[src/logic/atc_pkg.sv]
// Constants, register map and shared types of the converter control block.
// Assumes an APB slave with 32-bit data and one aligned word per register.
package atc_pkg;

    localparam logic [11:0] OFS_SC1     = 12'h000;
    localparam logic [11:0] OFS_SC2     = 12'h004;
    localparam logic [11:0] OFS_RES_HI  = 12'h008;
    localparam logic [11:0] OFS_RES_LO  = 12'h00C;
    localparam logic [11:0] OFS_CMP_HI  = 12'h010;
    localparam logic [11:0] OFS_CMP_LO  = 12'h014;
    localparam logic [11:0] OFS_CFG     = 12'h018;
    localparam logic [11:0] OFS_PIN_EN  = 12'h01C;
    localparam logic [11:0] OFS_PWR     = 12'h020;
    localparam logic [11:0] OFS_RTC     = 12'h024;

    // Status and control one fields.
    localparam int SC1_FLAG_BIT = 7;
    localparam int SC1_IEN_BIT  = 6;
    localparam int SC1_CONT_BIT = 5;
    // Status and control two fields.
    localparam int SC2_ACT_BIT  = 7;
    localparam int SC2_HWT_BIT  = 6;
    localparam int SC2_CFE_BIT  = 5;
    localparam int SC2_CFGT_BIT = 4;
    // Configuration fields.
    localparam int CFG_MODE_BIT = 2;
    localparam int CFG_CLK_LSB  = 0;
    // Power control fields.
    localparam int PWR_LVSTOP_BIT = 0;
    localparam int PWR_BGBUF_BIT  = 1;
    // Periodic counter control fields.
    localparam int RTC_RATE_LSB = 0;
    localparam int RTC_SRC_BIT  = 4;
    localparam int RTC_EN_BIT   = 5;

    localparam logic [4:0] CH_OFF     = 5'h1F;
    localparam logic [7:0] SC1_RESET  = 8'h1F;
    localparam logic [7:0] CFG_RESET  = 8'h00;
    localparam logic [7:0] PWR_RESET  = 8'h00;
    localparam logic [7:0] RTC_RESET  = 8'h00;
    localparam int         RES_BITS   = 10;
    localparam int         CONV_SETUP = 2;

    typedef enum logic [1:0] {
        ATC_CLK_BUS  = 2'b00,
        ATC_CLK_HALF = 2'b01,
        ATC_CLK_ALT  = 2'b10,
        ATC_CLK_ASYN = 2'b11
    } atc_clk_t;

    typedef enum logic [1:0] {
        ATC_IDLE   = 2'b00,
        ATC_SAMPLE = 2'b01,
        ATC_CONV   = 2'b11,
        ATC_DONE   = 2'b10
    } atc_state_t;

    typedef struct packed {
        logic [11:0] addr;
        logic        write;
        logic        read;
        logic [7:0]  wdata;
    } atc_access_t;

    typedef enum logic [1:0] {
        ATC_MODE_RUN  = 2'b00,
        ATC_MODE_WAIT = 2'b01,
        ATC_MODE_STP3 = 2'b10
    } atc_mode_t;

endpackage

[src/logic/atc_top.sv]
// Converter control: registers, triggers, sequencing and compare.
// Assumes an APB master on pclk and an analog core beside it.
//
// Added by the designer: the placing of the registers and register access over APB.
`timescale 1ns/1ps
module atc_top
    import atc_pkg::*;
#(
    parameter int CNT_W = 16
) (
    input  wire logic        pclk,        // bus clock
    input  wire logic        presetn,     // async reset, low active
    input  wire logic        psel,        // APB select
    input  wire logic        penable,     // APB access phase
    input  wire logic        pwrite,      // APB direction
    input  wire logic [11:0] paddr,       // APB byte address
    input  wire logic [31:0] pwdata,      // APB write data
    output logic [31:0]      prdata,      // APB read data
    output logic             pready,      // APB ready
    output logic             pslverr,     // APB error
    input  wire logic        ext_ref_clock, // ext reference tick
    input  wire logic        lpo_tick,    // 32 kHz oscillator tick
    input  wire logic        async_tick,  // local async clock tick
    input  wire logic        alt_tick,    // alternate clock tick
    input  wire logic [1:0]  power_mode,  // run, wait or stop3
    input  wire logic        cmp_hi,      // analog comparator out
    output logic [9:0]       dac_code,    // trial code to DAC
    output logic [4:0]       channel_select, // analog mux select
    output logic [7:0]       analog_pin_enable_reg, // pin enables
    output logic             long_sample, // long sample requested
    output logic             bandgap_buffer_enable, // bandgap on
    output logic             conv_irq     // conversion interrupt
);
    logic [7:0]  status_ctrl_1;
    logic [7:0]  status_ctrl_2;
    logic [7:0]  cfg;
    logic [9:0]  cmp_value;
    logic [7:0]  power_mgmt_ctrl1;
    logic [7:0]  rtc_ctrl;
    logic [9:0]  result;
    logic        conv_complete_flag;
    logic        active;
    logic        wr;
    logic        rd;
    logic        wr_sc1;
    logic        rd_low;
    logic        overflow;
    logic        hw_conversion_trigger;
    logic        hw_start;
    logic        sw_start;
    logic        start;
    logic        relaunch;
    logic        ch_off;
    logic        allowed;
    logic        half_tog;
    logic        conv_tick;
    logic [1:0]  setup_cnt;
    logic        sar_start;
    logic        sar_done;
    logic [9:0]  sar_result;
    logic        cmp_true;
    logic [9:0]  shaped;
    logic        mode8;
    atc_access_t acc;

    assign acc.addr  = paddr;
    assign acc.write = psel && penable && pwrite;
    assign acc.read  = psel && penable && !pwrite;
    assign acc.wdata = pwdata[7:0];
    assign wr        = acc.write;
    assign rd        = acc.read;
    assign pready    = 1'b1;
    assign wr_sc1    = wr && acc.addr == OFS_SC1;
    assign rd_low    = rd && acc.addr == OFS_RES_LO;

    always_comb begin
        case (acc.addr)
            OFS_SC1, OFS_SC2, OFS_RES_HI, OFS_RES_LO, OFS_CMP_HI,
            OFS_CMP_LO, OFS_CFG, OFS_PIN_EN, OFS_PWR,
            OFS_RTC: pslverr = 1'b0;
            default: pslverr = psel && penable;
        endcase
    end

    assign channel_select        = status_ctrl_1[4:0];
    assign ch_off                = channel_select == CH_OFF;
    assign mode8                 = cfg[CFG_MODE_BIT];
    assign long_sample           = cfg[4];
    assign bandgap_buffer_enable = power_mgmt_ctrl1[PWR_BGBUF_BIT];

    // Stop3 keeps converting only with the low-volt stop enable set.
    assign allowed = power_mode != ATC_MODE_STP3
                     || power_mgmt_ctrl1[PWR_LVSTOP_BIT];

    // Only one pin enable register exists in this instance.
    always_ff @(posedge pclk or negedge presetn) begin
        if (!presetn) begin
            analog_pin_enable_reg <= 8'h00;
        end else if (wr && acc.addr == OFS_PIN_EN) begin
            analog_pin_enable_reg <= acc.wdata;
        end
    end

    always_ff @(posedge pclk or negedge presetn) begin
        if (!presetn) begin
            status_ctrl_1    <= SC1_RESET;
            status_ctrl_2    <= 8'h00;
            cfg              <= CFG_RESET;
            cmp_value        <= 10'h000;
            power_mgmt_ctrl1 <= PWR_RESET;
            rtc_ctrl         <= RTC_RESET;
        end else if (wr) begin
            case (acc.addr)
                OFS_SC1:    status_ctrl_1 <= {1'b0, acc.wdata[6:0]};
                OFS_SC2:    status_ctrl_2 <= {1'b0, acc.wdata[6:4], 4'h0};
                OFS_CFG:    cfg <= acc.wdata;
                OFS_CMP_HI: cmp_value[9:8] <= acc.wdata[1:0];
                OFS_CMP_LO: cmp_value[7:0] <= acc.wdata;
                OFS_PWR:    power_mgmt_ctrl1 <= acc.wdata;
                OFS_RTC:    rtc_ctrl <= acc.wdata;
                default:    status_ctrl_2 <= status_ctrl_2;
            endcase
        end
    end

    // Periodic counter keeps running in every power mode.
    atc_periodic #(
        .CNT_W (CNT_W)
    ) u_periodic (
        .pclk     (pclk),
        .presetn  (presetn),
        .enable   (rtc_ctrl[RTC_EN_BIT]),
        .src_ext  (rtc_ctrl[RTC_SRC_BIT]),
        .ext_tick (ext_ref_clock),
        .lpo_tick (lpo_tick),
        .rate     (rtc_ctrl[3:0]),
        .overflow (overflow)
    );

    // The overflow is a registered pulse in this domain, one per period.
    always_ff @(posedge pclk or negedge presetn) begin
        if (!presetn) begin
            hw_conversion_trigger <= 1'b0;
        end else begin
            hw_conversion_trigger <= overflow;
        end
    end

    assign hw_start = status_ctrl_2[SC2_HWT_BIT] && hw_conversion_trigger
                      && !active && !ch_off && allowed;
    assign sw_start = wr_sc1 && acc.wdata[4:0] != CH_OFF
                      && !status_ctrl_2[SC2_HWT_BIT];
    // A relaunch never outruns a disable or a fresh control write.
    assign start    = sw_start || hw_start
                      || (relaunch && !ch_off && !wr_sc1);

    // Conversion clock source selection.
    always_ff @(posedge pclk or negedge presetn) begin
        if (!presetn) begin
            half_tog <= 1'b0;
        end else begin
            half_tog <= ~half_tog;
        end
    end

    always_comb begin
        case (atc_clk_t'(cfg[1:0]))
            ATC_CLK_BUS:  conv_tick = 1'b1;
            ATC_CLK_HALF: conv_tick = half_tog;
            ATC_CLK_ALT:  conv_tick = alt_tick;
            ATC_CLK_ASYN: conv_tick = async_tick;
            default:      conv_tick = 1'b1;
        endcase
    end

    // Short sample phase before the bit decisions.
    always_ff @(posedge pclk or negedge presetn) begin
        if (!presetn) begin
            setup_cnt <= 2'd0;
            sar_start <= 1'b0;
        end else begin
            sar_start <= 1'b0;
            if (start) begin
                setup_cnt <= 2'(CONV_SETUP);
            end else if (setup_cnt != 2'd0 && conv_tick) begin
                setup_cnt <= setup_cnt - 2'd1;
                sar_start <= setup_cnt == 2'd1;
            end
        end
    end

    atc_sar #(
        .W (RES_BITS)
    ) u_sar (
        .pclk    (pclk),
        .presetn (presetn),
        .start   (sar_start),
        .abort   (start || wr_sc1 || ch_off),
        .tick    (conv_tick && allowed),
        .cmp_hi  (cmp_hi),
        .guess   (dac_code),
        .result  (sar_result),
        .done    (sar_done)
    );

    // Right-justified result, optionally cut to eight bits.
    assign shaped = mode8 ? {2'b00, sar_result[9:2]}
                          : sar_result;

    always_comb begin
        if (status_ctrl_2[SC2_CFGT_BIT]) begin
            cmp_true = shaped >= cmp_value;
        end else begin
            cmp_true = shaped < cmp_value;
        end
    end

    // Active from start to completion or abort; single runs go idle.
    always_ff @(posedge pclk or negedge presetn) begin
        if (!presetn) begin
            active <= 1'b0;
        end else if (start) begin
            active <= 1'b1;
        end else if (wr_sc1 || ch_off) begin
            active <= 1'b0;
        end else if (sar_done) begin
            active <= status_ctrl_1[SC1_CONT_BIT]
                      && !status_ctrl_2[SC2_HWT_BIT];
        end
    end

    // Continuous software mode restarts on completion.
    logic restart;
    assign restart = sar_done && status_ctrl_1[SC1_CONT_BIT]
                     && !status_ctrl_2[SC2_HWT_BIT] && !ch_off;

    always_ff @(posedge pclk or negedge presetn) begin
        if (!presetn) begin
            result <= 10'h000;
        end else if (sar_done
                     && (!status_ctrl_2[SC2_CFE_BIT] || cmp_true)) begin
            result <= shaped;
        end
    end

    // Set wins over a same-cycle clear.
    always_ff @(posedge pclk or negedge presetn) begin
        if (!presetn) begin
            conv_complete_flag <= 1'b0;
        end else if (sar_done
                     && (!status_ctrl_2[SC2_CFE_BIT] || cmp_true)) begin
            conv_complete_flag <= 1'b1;
        end else if (wr_sc1 || rd_low) begin
            conv_complete_flag <= 1'b0;
        end
    end

    always_ff @(posedge pclk or negedge presetn) begin
        if (!presetn) begin
            conv_irq <= 1'b0;
        end else begin
            conv_irq <= conv_complete_flag && status_ctrl_1[SC1_IEN_BIT];
        end
    end

    always_ff @(posedge pclk or negedge presetn) begin
        if (!presetn) begin
            prdata <= 32'h0000_0000;
        end else if (psel && !penable && !pwrite) begin
            case (paddr)
                OFS_SC1:    prdata <= {24'h0, conv_complete_flag,
                                       status_ctrl_1[6:0]};
                OFS_SC2:    prdata <= {24'h0, active, status_ctrl_2[6:0]};
                OFS_RES_HI: prdata <= {30'h0, result[9:8]};
                OFS_RES_LO: prdata <= {24'h0, result[7:0]};
                OFS_CMP_HI: prdata <= {30'h0, cmp_value[9:8]};
                OFS_CMP_LO: prdata <= {24'h0, cmp_value[7:0]};
                OFS_CFG:    prdata <= {24'h0, cfg};
                OFS_PIN_EN: prdata <= {24'h0, analog_pin_enable_reg};
                OFS_PWR:    prdata <= {24'h0, power_mgmt_ctrl1};
                OFS_RTC:    prdata <= {24'h0, rtc_ctrl};
                default:    prdata <= 32'h0000_0000;
            endcase
        end
    end

    // Software continuous mode relaunches through the setup phase.
    always_ff @(posedge pclk or negedge presetn) begin
        if (!presetn) begin
            relaunch <= 1'b0;
        end else begin
            relaunch <= restart;
        end
    end
endmodule

[src/logic/atc_periodic.sv]
// Free-running periodic counter that yields the hardware conversion trigger.
// Assumes both tick inputs are one-cycle enables synchronous to pclk.
`timescale 1ns/1ps
module atc_periodic
    import atc_pkg::*;
#(
    parameter int CNT_W = 16
) (
    input  wire logic       pclk,       // bus clock
    input  wire logic       presetn,    // async reset, low active
    input  wire logic       enable,     // counter runs
    input  wire logic       src_ext,    // 1: ext reference tick
    input  wire logic       ext_tick,   // ext reference clock tick
    input  wire logic       lpo_tick,   // 32 kHz oscillator tick
    input  wire logic [3:0] rate,       // periodic rate select
    output logic            overflow    // one pulse per period
);
    logic [CNT_W-1:0] count;
    logic             tick;
    logic [CNT_W-1:0] limit;

    assign tick  = src_ext ? ext_tick : lpo_tick;

    always_comb begin
        limit = '0;
        limit[rate] = 1'b1;
    end

    // Counts while enabled and holds when disabled; the rate picks the wrap point.
    always_ff @(posedge pclk or negedge presetn) begin
        if (!presetn) begin
            count    <= '0;
            overflow <= 1'b0;
        end else begin
            overflow <= 1'b0;
            if (enable && tick) begin
                if (count >= limit - 1'b1) begin
                    count    <= '0;
                    overflow <= 1'b1;
                end else begin
                    count <= count + 1'b1;
                end
            end
        end
    end
endmodule

[src/logic/atc_sar.sv]
// Successive approximation sequencer, one bit decided per conversion tick.
// Assumes an analog comparator answers in the same cycle as the guess.
`timescale 1ns/1ps
module atc_sar
    import atc_pkg::*;
#(
    parameter int W = RES_BITS
) (
    input  wire logic         pclk,      // bus clock
    input  wire logic         presetn,   // async reset, low active
    input  wire logic         start,     // begin, aborts any run
    input  wire logic         abort,     // stop without result
    input  wire logic         tick,      // conversion clock enable
    input  wire logic         cmp_hi,    // analog above guess
    output logic [W-1:0]      guess,     // trial code to DAC
    output logic [W-1:0]      result,    // finished code
    output logic              done       // one pulse at end
);
    logic [W-1:0] mask;

    always_ff @(posedge pclk or negedge presetn) begin
        if (!presetn) begin
            guess  <= '0;
            mask   <= '0;
            result <= '0;
            done   <= 1'b0;
        end else begin
            done <= 1'b0;
            if (abort) begin
                mask <= '0;
            end else if (start) begin
                mask  <= {1'b1, {(W-1){1'b0}}};
                guess <= {1'b1, {(W-1){1'b0}}};
            end else if (tick && mask != '0) begin
                if (!cmp_hi) begin
                    guess <= (guess & ~mask) | (mask >> 1);
                end else begin
                    guess <= guess | (mask >> 1);
                end
                mask <= mask >> 1;
                if (mask[0]) begin
                    result <= cmp_hi ? guess : (guess & ~mask);
                    done   <= 1'b1;
                end
            end
        end
    end
endmodule

[config.mk]
export PLATFORM = sky130hd
export DESIGN_NAME = atc_top
export DESIGN_NICKNAME = d
export VERILOG_FILES = /design/src/logic/atc_pkg.sv /design/src/logic/atc_top.sv /design/src/logic/atc_periodic.sv /design/src/logic/atc_sar.sv
export SDC_FILE = /design/constraint.sdc
export NUM_CORES = 1
export LEC_CHECK = 0
export BUFFER_PORTS_ARGS = -buffer_cell sky130_fd_sc_hd__clkbuf_2
export CORE_MARGIN = 4
export CORE_UTILIZATION = 50
export CTS_CLUSTER_DIAMETER = 150
export DETAILED_ROUTE_END_ITERATION = 10
export GPL_ROUTABILITY_DRIVEN = 0
export PLACE_DENSITY = 0.73
export SLEW_MARGIN = 20
export SYNTH_ARGS = -nofsm -noshare
export SYNTH_HDL_FRONTEND = slang
export SYNTH_HIERARCHICAL = 1
export SYNTH_SLANG_ARGS = --single-unit
[constraint.sdc]
create_clock -name pclk -period 5.25 [get_ports pclk]
set_clock_uncertainty 0.05 [all_clocks]
set_input_delay 0.525 -clock pclk [delete_from_list [all_inputs] [get_ports pclk]]
set_output_delay 0.525 -clock pclk [all_outputs]
set_load 0.02 [all_outputs]
==> results_dict.tcl, run 1 <==
set metrics [dict create \
    synth_area_sq_um 7290 \
    drc 0 \
    final-hold-violation-count 0 \
    ys_seq_area_share_pct 43.7 \
    fp.dieW_microns 129 \
    antenna_found_initial 0 \
    regMostFlops "u_periodic/count" \
    wire_per_inst_microns 18.7 \
    powerDensity_nw_per_um2 364 \
    numClockSinks 127 \
    post-place-ws_ps 1550 \
    syn_inst 702 \
    power_mw 2.98 \
    maxCapViolCount 0 \
    crit_arrival_ps 4010 \
    run_status "complete, no violations" \
    ctsHoldBuffers 0 \
    placed_area_sq_um 7580 \
    crit_required_ps 5490 \
    path_class "flip-flop to flip-flop" \
    whs_ps 109 \
    most-common-layout-cells "122 x dfrtp_1, 67 x mux2_2, 65 x clkbuf_2" \
    synth_cell_type_count 82 \
    num_vias 5570 \
    setup_tns_ps 0 \
    cts_resized 0 \
    fin_crit_sh_pct 72.0 \
    start_util_pct 51.7 \
    dp_hpwl_microns 12600 \
    ant_nets 0 \
    tightest_slew_ps 981 \
    vias_per_cell 5.88 \
    finalMaxSlewViolations 0 \
    grt_use_total_pct 22.0 \
    yosysWarnings 6 \
    first_pass_iters 5 \
    ys.flop_type "dfrtp_1" \
    core-area_sq_um 14100 \
    design_area_sq_um 8170 \
    slew_headroom_pct 34.0 \
    critPathMaxFanout 15 \
    grt_setup_unrepaired "false" \
    layout-drive-gt1-share_pct 27.0 \
    min_period_ps 3780 \
    die_h_microns 129 \
    synth-seq-cells 127 \
    dpl.cell_count 914 \
    num_rows 43 \
    cts_max_level 4 \
    clk_pin_slew_ps 60 \
    antennaDiodeCount 0 \
    async_reset_ff_share_pct 100 \
    clk_path_buf_depth 2 \
    area_growth_pct 12.1 \
    die_area_sq_um 16600 \
    fmax_ghz 0.265 \
    gr-total-overflow 0 \
    synth_edf_count 0 \
    end_kind "flip-flop" \
    cts_setup_buffers 0 \
    start_kind "flip-flop" \
    setup_viol 0 \
    wl_microns 17700 \
    fin_cells 947 \
    io_pins 116 \
    layout.nets 840 \
    grt_pass1_vias 5441 \
    largest_reg_flops 16 \
    final_common_cell "dfrtp_1" \
    syn_avg_cell_area_sq_um 10.4 \
    port_buffers 66 \
    insertion_delay_ps 410 \
    fin_util_pct 58.0 \
    cts_buffers 17 \
    setup_ws_ps 1470 \
    cts_tree "built" \
    drtIter0Drc 557 \
    grt_pass1_wl_microns 28600 \
    min_path_type "input pin to asynchronous set/reset pin" \
    grt_start_max_net_pins 79 \
    vdd_ir_drop_max_mv 0.214 \
    leakage_nw 3.94 \
    cts_root_buf "clkbuf_16" \
]
[layer usage]
metal / part of all wire (%) / GRT usage [%] / routed length, microns
met5: 0 / 0 / 0
met4: 1.9 / 7.47 / 329
met3: 6.9 / 4.69 / 1220
met2: 49 / 35.5 / 8610
met1: 43 / 29.6 / 7570
[synthesized netlist by cell type (4+ instances only)]
master / count / area (sq um)
dfrtp_1: 122 / 3050
mux2_2: 67 / 754
nand2_1: 58 / 218
nor2_1: 39 / 146
o21ai_0: 34 / 170
buf_4: 33 / 248
ha_1: 30 / 375
inv_1: 30 / 113
a21oi_1: 27 / 135
mux2i_1: 20 / 200
clkbuf_1: 15 / 56.3
nand3_1: 14 / 70.1
nor3_1: 12 / 60.1
xor2_1: 12 / 105
nor2_2: 11 / 68.8
o21ai_1: 10 / 50.1
a22o_1: 8 / 70.1
a32o_1: 8 / 80.1
buf_2: 8 / 40.0
nand4_1: 7 / 43.8
and2_1: 6 / 37.5
or3_1: 6 / 37.5
and3_1: 5 / 31.3
and4_1: 5 / 43.8
dfstp_2: 5 / 131
nand3b_1: 5 / 37.5
a211oi_1: 4 / 30.0
a22oi_1: 4 / 30.0
a31oi_1: 4 / 25.0
buf_6: 4 / 45.0
nand2b_1: 4 / 25.0
nor2b_1: 4 / 25.0
nor3b_1: 4 / 30.0
nor4_1: 4 / 25.0
o21bai_1: 4 / 30.0
[logic make-up (layout without fill, tap and decap cells)]
family | Yosys count | in the layout | synth area share, %
AND/OR/NAND/NOR | 215 | 215 | 17.0
AO/OA/AOI/OAI | 134 | 134 | 12.3
flip-flops | 127 | 127 | 43.7
buffers and inverters | 92 | 134 | 6.98
multiplexers | 87 | 87 | 13.1
adder cells (fa/ha/maj) | 30 | 30 | 5.15
XOR/XNOR | 14 | 14 | 1.68
other | 3 | 26 | 0.154
[worst max-delay path, stage by stage, from the launching register on]
cell,delay [ps]
dfrtp_1,550
nor3_1,520
nand2_1,160
ha_1,350
nor3_1,320
mux2_2,220
a21oi_1,80
ha_1,300
nand2_1,50
nor3_1,170
a21oi_1,100
o21ai_2,250
nor2b_4,450
nor2_1,100
[layout make-up]
class | count | area, sq um
multi-input cells | 506 | 3690
repair buffers | 71 | 374
flip-flops and latches | 127 | 3180
clock inverters | 6 | 80.1
well taps | 180 | 225
inverters | 31 | 116
fillers | 1133 | 5920
clock buffers | 26 | 499
[final timing paths]
kind,from,endpoint,slack [ps],cells after the start
max reg2reg,rtc_ctrl[1]$_DFFE_PN0P_,u_periodic/count[5]$_DFFE_PN0P_,1470,13
max,rtc_ctrl[1]$_DFFE_PN0P_,u_periodic/count[5]$_DFFE_PN0P_,1470,13
min,presetn,prdata[7]$_DFFE_PN0P_,110,1
max in group asynchronous,presetn,u_sar/mask[2]$_DFFE_PN0P_,3960,2
min in group pclk,u_periodic/overflow$_DFF_PN0_,hw_conversion_trigger$_DFF_PN0_,300,0
min reg2reg,u_periodic/overflow$_DFF_PN0_,hw_conversion_trigger$_DFF_PN0_,300,0
[report_power, final]
| part | leakage [nW] | switching [mW] | total [mW] | internal, mW |
|---|---|---|---|---|
| Sequential | 1.65 | 0.125 | 1.24 | 1.12 |
| Combinational | 1.99 | 0.345 | 0.580 | 0.235 |
| Clock | 0.288 | 0.409 | 1.16 | 0.746 |
| Total | 3.94 | 0.879 | 2.98 | 2.10 |
No activity file was read; power rests on OpenSTA's default activity.
==> run 2, diff against run 1 <==
==> constraint.sdc (replaced) <==
create_clock -name pclk -period 3.5 [get_ports pclk]
set_clock_uncertainty 0.05 [all_clocks]
set_input_delay 0.35 -clock pclk [delete_from_list [all_inputs] [get_ports pclk]]
set_output_delay 0.35 -clock pclk [all_outputs]
set_load 0.02 [all_outputs]
==> run 2 against run 1 <==
Flip-flop and latch count unchanged. Largest cell class unchanged. Critical path depth unchanged. Critical endpoint is now u_periodic/count[10]$_DFFE_PN0P_. Via count is 0.77% higher. Die area unchanged. Highest routed layer unchanged. Wire length fell by 0.30%. Combinational power increased by 52%.
==> results_dict.tcl, run 2 (same netlist as run 1, synthesis figures left out) <==
set metrics [dict create \
    run_status "complete, no violations" \
    powerDensity_nw_per_um2 533 \
    grt_use_total_pct 21.9 \
    final-hold-violation-count 0 \
    cts_root_buf "clkbuf_16" \
    finalMaxSlewViolations 0 \
    area_growth_pct 13.7 \
    io_pins 116 \
    crit_chain "inv_1, nand2_1, ha_1, inv_1, o32a_1, ha_1, nand4_1, nor2_1, nand3_1, o21ai_2, nor2b_4, buf_12, nor2_2" \
    setup_ws_ps 337 \
    setup_viol 0 \
    end_kind "flip-flop" \
    antenna_found_initial 0 \
    maxCapViolCount 0 \
    start_kind "flip-flop" \
    path_class "flip-flop to flip-flop" \
    vdd_ir_drop_max_mv 0.372 \
    layout-drive-gt1-share_pct 28.4 \
    drc 0 \
    cp_slowest_cell "dfrtp_1" \
    num_rows 43 \
    first_pass_iters 6 \
    cts_buffers 17 \
    regMostFlops "u_periodic/count" \
    leakage_nw 4.01 \
    core-area_sq_um 14100 \
    grt_pass1_vias 5499 \
    slowest_delay_ps 560 \
    drtIter0Drc 548 \
    min_period_ps 3160 \
    most-common-layout-cells "122 x dfrtp_1, 67 x mux2_2, 65 x clkbuf_2" \
    slew_headroom_pct 40.5 \
    clk_pin_slew_ps 60 \
    dp_hpwl_microns 12900 \
    clk_path_buf_depth 2 \
    start_util_pct 51.7 \
    tightest_slew_ps 892 \
    gr-total-overflow 0 \
    path_buf_inv 3 \
    grt_pass1_wl_microns 28600 \
    insertion_delay_ps 410 \
    grt_setup_unrepaired "false" \
    fin_cells 961 \
    die_h_microns 129 \
    numClockSinks 127 \
    vias_per_cell 5.84 \
    crit_arrival_ps 3410 \
    setup_tns_ps 0 \
    dpl.cell_count 928 \
    crit_required_ps 3750 \
    antennaDiodeCount 0 \
    fp.dieW_microns 129 \
    largest_reg_flops 16 \
    layout.nets 854 \
    wire_per_inst_microns 18.4 \
    min_path_type "input pin to asynchronous set/reset pin" \
    r2r_slack_ps 340 \
    port_buffers 66 \
    wl_microns 17700 \
    num_vias 5613 \
    final_common_cell "dfrtp_1" \
    grt_start_max_net_pins 70 \
    fin_crit_sh_pct 90.4 \
    fmax_ghz 0.316 \
    critPathMaxFanout 12 \
    cts_tree "built" \
    die_area_sq_um 16600 \
    cts_max_level 4 \
    post-place-ws_ps 136 \
    crit_family "simple AND/OR/NAND/NOR gates" \
    ant_nets 0 \
]
[run 2: cell count changes in the layout (fill, tap and decap cells not counted), sizes merged]
| cell | before | now |
|---|---|---|
| clkinvlp | 0 | 1 |
| bufinv | 2 | 1 |
| buf | 5 | 20 |
| clkbuf | 92 | 91 |
[run 2: power by group]
| group | internal (mW) | switching [mW] |
|---|---|---|
| clock | 1.07 | 0.612 |
| combinational | 0.364 | 0.517 |
| sequential | 1.67 | 0.184 |
| total | 3.10 | 1.31 |
[run 2: repair_timing]
item                       4_1_cts  5_1_grt
buffers inserted                 0        1
hold buffers                     0        0
resized for setup                0        1
setup endpoints to repair        0       13
[run 2: through the flow]
step / instance area (sq um) / total power [mW] / hold WS (ps) / utilization, %
after floorplan: 7380 / 2.46 / 4.41 / -
after global placement: 7690 / 2.71 / 287 / 54.6
after detailed placement: 7690 / 2.76 / 288 / 54.6
after CTS: 8260 / 4.45 / 53.4 / 58.6
after global routing: 8290 / 4.64 / 74.0 / 58.8
final: 8290 / 4.42 / 14.6 / 58.8
[run 2: final timing paths]
| path | startpoint | endpoint | cells after the start |
|---|---|---|---|
| worst max-delay path | rtc_ctrl[0]$_DFFE_PN0P_ | u_periodic/count[10]$_DFFE_PN0P_ | 13 |
| worst min-delay path | presetn | result[7]$_DFFE_PN0P_ | 1 |
| worst max register to register | rtc_ctrl[0]$_DFFE_PN0P_ | u_periodic/count[10]$_DFFE_PN0P_ | 13 |
| worst min register to register | u_periodic/overflow$_DFF_PN0_ | hw_conversion_trigger$_DFF_PN0_ | 0 |
| max in group asynchronous | presetn | status_ctrl_1[1]$_DFFE_PN1N_ | 2 |
| min in group pclk | pwdata[7] | cmp_value[7]$_DFFE_PN0P_ | 3 |
[run 2: routing by layer]
layer	track usage [%]	vias up	wire, microns
li1	-	2603	-
met1	29.3	2763	7540
met5	0	-	0
met4	6.49	0	348
met3	5.15	29	1220
met2	35.6	218	8570
[run 2: area by class of cell]
class | instances | area [sq um]
clock buffer | 26 | 509
clock inverter | 6 | 57.6
fill | 1167 | 5810
inverter | 31 | 116
multi-input combinational | 506 | 3690
sequential | 127 | 3180
tap | 180 | 225
timing repair buffer | 85 | 500
[run 2: worst register-to-register path, stage by stage, from the launching register on]
cell and delay, ps:
dfrtp_1 560, inv_1 120, nand2_1 100, ha_1 390
inv_1 170, o32a_1 370, ha_1 270, nand4_1 110
nor2_1 140, nand3_1 100, o21ai_2 230, nor2b_4 220
buf_12 150, nor2_2 60
==> run 3, diff against run 2 <==
--- a/config.mk
+++ b/config.mk
@@ -5,14 +5,14 @@
 export SDC_FILE = /design/constraint.sdc
 export NUM_CORES = 1
 export LEC_CHECK = 0
+export ABC_AREA = 1
 export BUFFER_PORTS_ARGS = -buffer_cell sky130_fd_sc_hd__clkbuf_2
 export CORE_MARGIN = 4
 export CORE_UTILIZATION = 50
 export CTS_CLUSTER_DIAMETER = 150
 export DETAILED_ROUTE_END_ITERATION = 10
 export GPL_ROUTABILITY_DRIVEN = 0
-export PLACE_DENSITY = 0.73
-export SLEW_MARGIN = 20
+export PLACE_DENSITY = 0.72
 export SYNTH_ARGS = -nofsm -noshare
 export SYNTH_HDL_FRONTEND = slang
 export SYNTH_HIERARCHICAL = 1
==> run 3 against run 2 <==
Die area increased by 8.8%. Count of clock-buffer cells in the layout decreased by 3. First-iteration DRC count grew 10%. Highest routed layer unchanged. Critical endpoint is now u_periodic/count[0]$_DFFE_PN0P_. Area after synthesis up 9.4%. Critical path type unchanged. Worst hold slack improved by 200 ps. Combinational power rose by 18%. Sequential share of layout area shrank 2.6 points.
==> results_dict.tcl, run 3 <==
set metrics [dict create \
    critPathLaunch "rtc_ctrl[0]$_DFFE_PN0P_" \
    die_area_sq_um 18000 \
    crit_arrival_ps 3090 \
    dp_hpwl_microns 13700 \
    ys.flop_type "dfrtp_1" \
    grt_setup_unrepaired "false" \
    gr-max-usage-layer "met2" \
    layout-drive-gt1-share_pct 17.4 \
    ys_seq_area_share_pct 39.9 \
    placed_area_sq_um 8280 \
    clk_pin_slew_ps 60 \
    insertion_delay_ps 420 \
    critPathMaxFanout 16 \
    start_util_pct 51.7 \
    post-synth-top-count-cell "nand2_1" \
    gr-total-overflow 0 \
    antenna_found_initial 0 \
    final-hold-violation-count 0 \
    setup_tns_ps 0 \
    min_from "pwrite" \
    power_mw 4.51 \
    p_sw_share_pct 32.7 \
    whs_ps 212 \
    pwr-share-comb_pct 23.1 \
    numClockSinks 127 \
    slew_headroom_pct 57.7 \
    grt_util_met3_pct 5.70 \
    cts_max_level 4 \
    synth_top_area_cell "dfrtp_1" \
    leakage_nw 4.77 \
    netlist.area_leader.share_pct 38.3 \
    port_buffers 66 \
    most-common-layout-cells "297 x nand2_1, 122 x dfrtp_1, 119 x inv_1" \
    io_pins 116 \
    fin_crit_sh_pct 80.3 \
    vias_per_cell 5.17 \
    drc 0 \
    multi_input_area_sq_um 3970 \
    drtIter0Drc 604 \
    die_h_microns 134 \
    grt_use_total_pct 21.7 \
    async_reset_ff_share_pct 100 \
    core-area_sq_um 15400 \
    finalMaxSlewViolations 0 \
    fmax_ghz 0.356 \
    layout.nets 1179 \
    first_pass_iters 5 \
    end_kind "flip-flop" \
    antennaDiodeCount 0 \
    nFillCells 1495 \
    run_status "complete, no violations" \
    cts_root_buf "clkbuf_16" \
    seq_power_share_pct 37.1 \
    setup_viol 0 \
    wire_per_inst_microns 14.5 \
    synth-seq-cells 127 \
    syn_inst 1035 \
    fp.dieW_microns 134 \
    ant_nets 0 \
    cts_tree "built" \
    synth_area_sq_um 7980 \
    area_growth_pct 11.4 \
    dpl.cell_count 1284 \
    synth_cell_type_count 45 \
    p_clk_share_pct 39.7 \
    start_kind "flip-flop" \
    design_area_sq_um 8880 \
    rr_startpoint "rtc_ctrl[0]$_DFFE_PN0P_" \
    cts_buffers 17 \
    crit_required_ps 3780 \
    fin_cells 1317 \
    grt_pass1_wl_microns 31100 \
    min_path_type "input pin to flip-flop" \
    min_period_ps 2810 \
    use_met2_pct 34.2 \
    vdd_ir_drop_max_mv 0.449 \
    num_rows 45 \
    largest_reg_flops 16 \
    regArea_sq_um 3180 \
    wl_microns 19100 \
    maxCapViolCount 0 \
    clk_path_buf_depth 2 \
    num_vias 6803 \
    synth_edf_count 0 \
    powerDensity_nw_per_um2 507 \
    tightest_slew_ps 633 \
    yosysWarnings 6 \
    grt_pass1_vias 6283 \
    switchingPower_mw 1.47 \
    final_common_cell "nand2_1" \
    path_class "flip-flop to flip-flop" \
    p_int_mw 3.03 \
    syn_avg_cell_area_sq_um 7.71 \
    regMostFlops "u_periodic/count" \
    grt_start_max_net_pins 56 \
    synthTopCellsByArea "dfrtp_1 38%, nand2_1 14%, nand3_1 6.5%, inv_1 5.6%, ha_1 4.7%" \
    use_met1_pct 29.7 \
    netlist_top_cells_count "297 x nand2_1, 122 x dfrtp_1, 119 x inv_1" \
]
## run 3: changes by cell type in the layout (fill, tap and decap cells not counted), moves of 9 or more
cell	change
a21oi_2	+11
mux2i_1	-20
nand4_1	+18
o21ai_0	+28
inv_1	+89
nor2_1	+24
nand3_1	+89
nand2_1	+239
buf_4	-12
o21ai_2	+17
nor2_4	+9
mux2_2	-67
## run 3: path summary, 6_finish.rpt
kind                                                    to  slack [ps]  cells past startpoint
max                        u_periodic/count[0]$_DFFE_PN0P_         690                     12
min                                  prdata[3]$_DFFE_PN0P_         210                      4
max reg2reg                u_periodic/count[0]$_DFFE_PN0P_         690                     12
min reg2reg                hw_conversion_trigger$_DFF_PN0_         310                      0
max in group asynchronous            prdata[0]$_DFFE_PN0P_        2150                      3
min in group asynchronous       u_sar/guess[4]$_DFFE_PN0P_         400                      2
## run 3: per-layer routing
layer | vias to the layer above | wire, microns
met4 | 0 | 231
li1 | 3395 | -
met5 | - | 0
met1 | 3208 | 8580
met2 | 182 | 9040
met3 | 18 | 1260
## run 3: stage by stage
stage          worst slack, ps  util [%]
2_1_floorplan             1040         -
3_3_place_gp               682      53.7
3_5_place_dp               642      53.7
4_1_cts                    715      57.6
5_1_grt                    450      57.6
6_report                   691      57.6
## run 3: layout make-up
cell class | count | area share, %
timing repair buffer | 73 | 4.51
multi-input combinational | 748 | 44.7
tap | 211 | 2.97
clock inverter | 9 | 1.52
clock buffer | 23 | 5.15
sequential | 127 | 35.8
inverter | 126 | 5.34
## run 3: power groups by stage
stage               Combinational [mW]  Sequential [mW]  Clock, mW
global placement                  1.01             1.69          0
global route                      1.20             1.69       1.89
finish                            1.04             1.67       1.79
detailed placement                1.04             1.69          0
floorplan                        0.780             1.71          0
CTS                               1.05             1.67       1.82
## run 3: cell families after synthesis
logic type / Yosys count / synth area share (%)
flip-flops: 127 / 39.9
XOR/XNOR: 10 / 1.10
other: 3 / 0.141
buffers and inverters: 183 / 11.4
AO/OA/AOI/OAI: 134 / 10.1
adder cells (fa/ha/maj): 30 / 4.71
AND/OR/NAND/NOR: 548 / 32.6
## run 3: worst max-delay path: stages (launching register included)
cell and delay, ps:
dfrtp_1 450, nor2_1 300, nand2_1 150, ha_1 240
nand2_1 160, nor2_1 90, xor2_1 150, ha_1 180
a21oi_1 170, o21ai_0 130, a21oi_2 230, nand2_4 190
o21ai_0 210
## run 3: what timing repair did
| item | CTS | global route |
|---|---|---|
| hold buffers | 1 | 0 |
| buffers inserted | 0 | 0 |
| resized for setup | 0 | 0 |
| hold endpoints to repair | 40 | 0 |
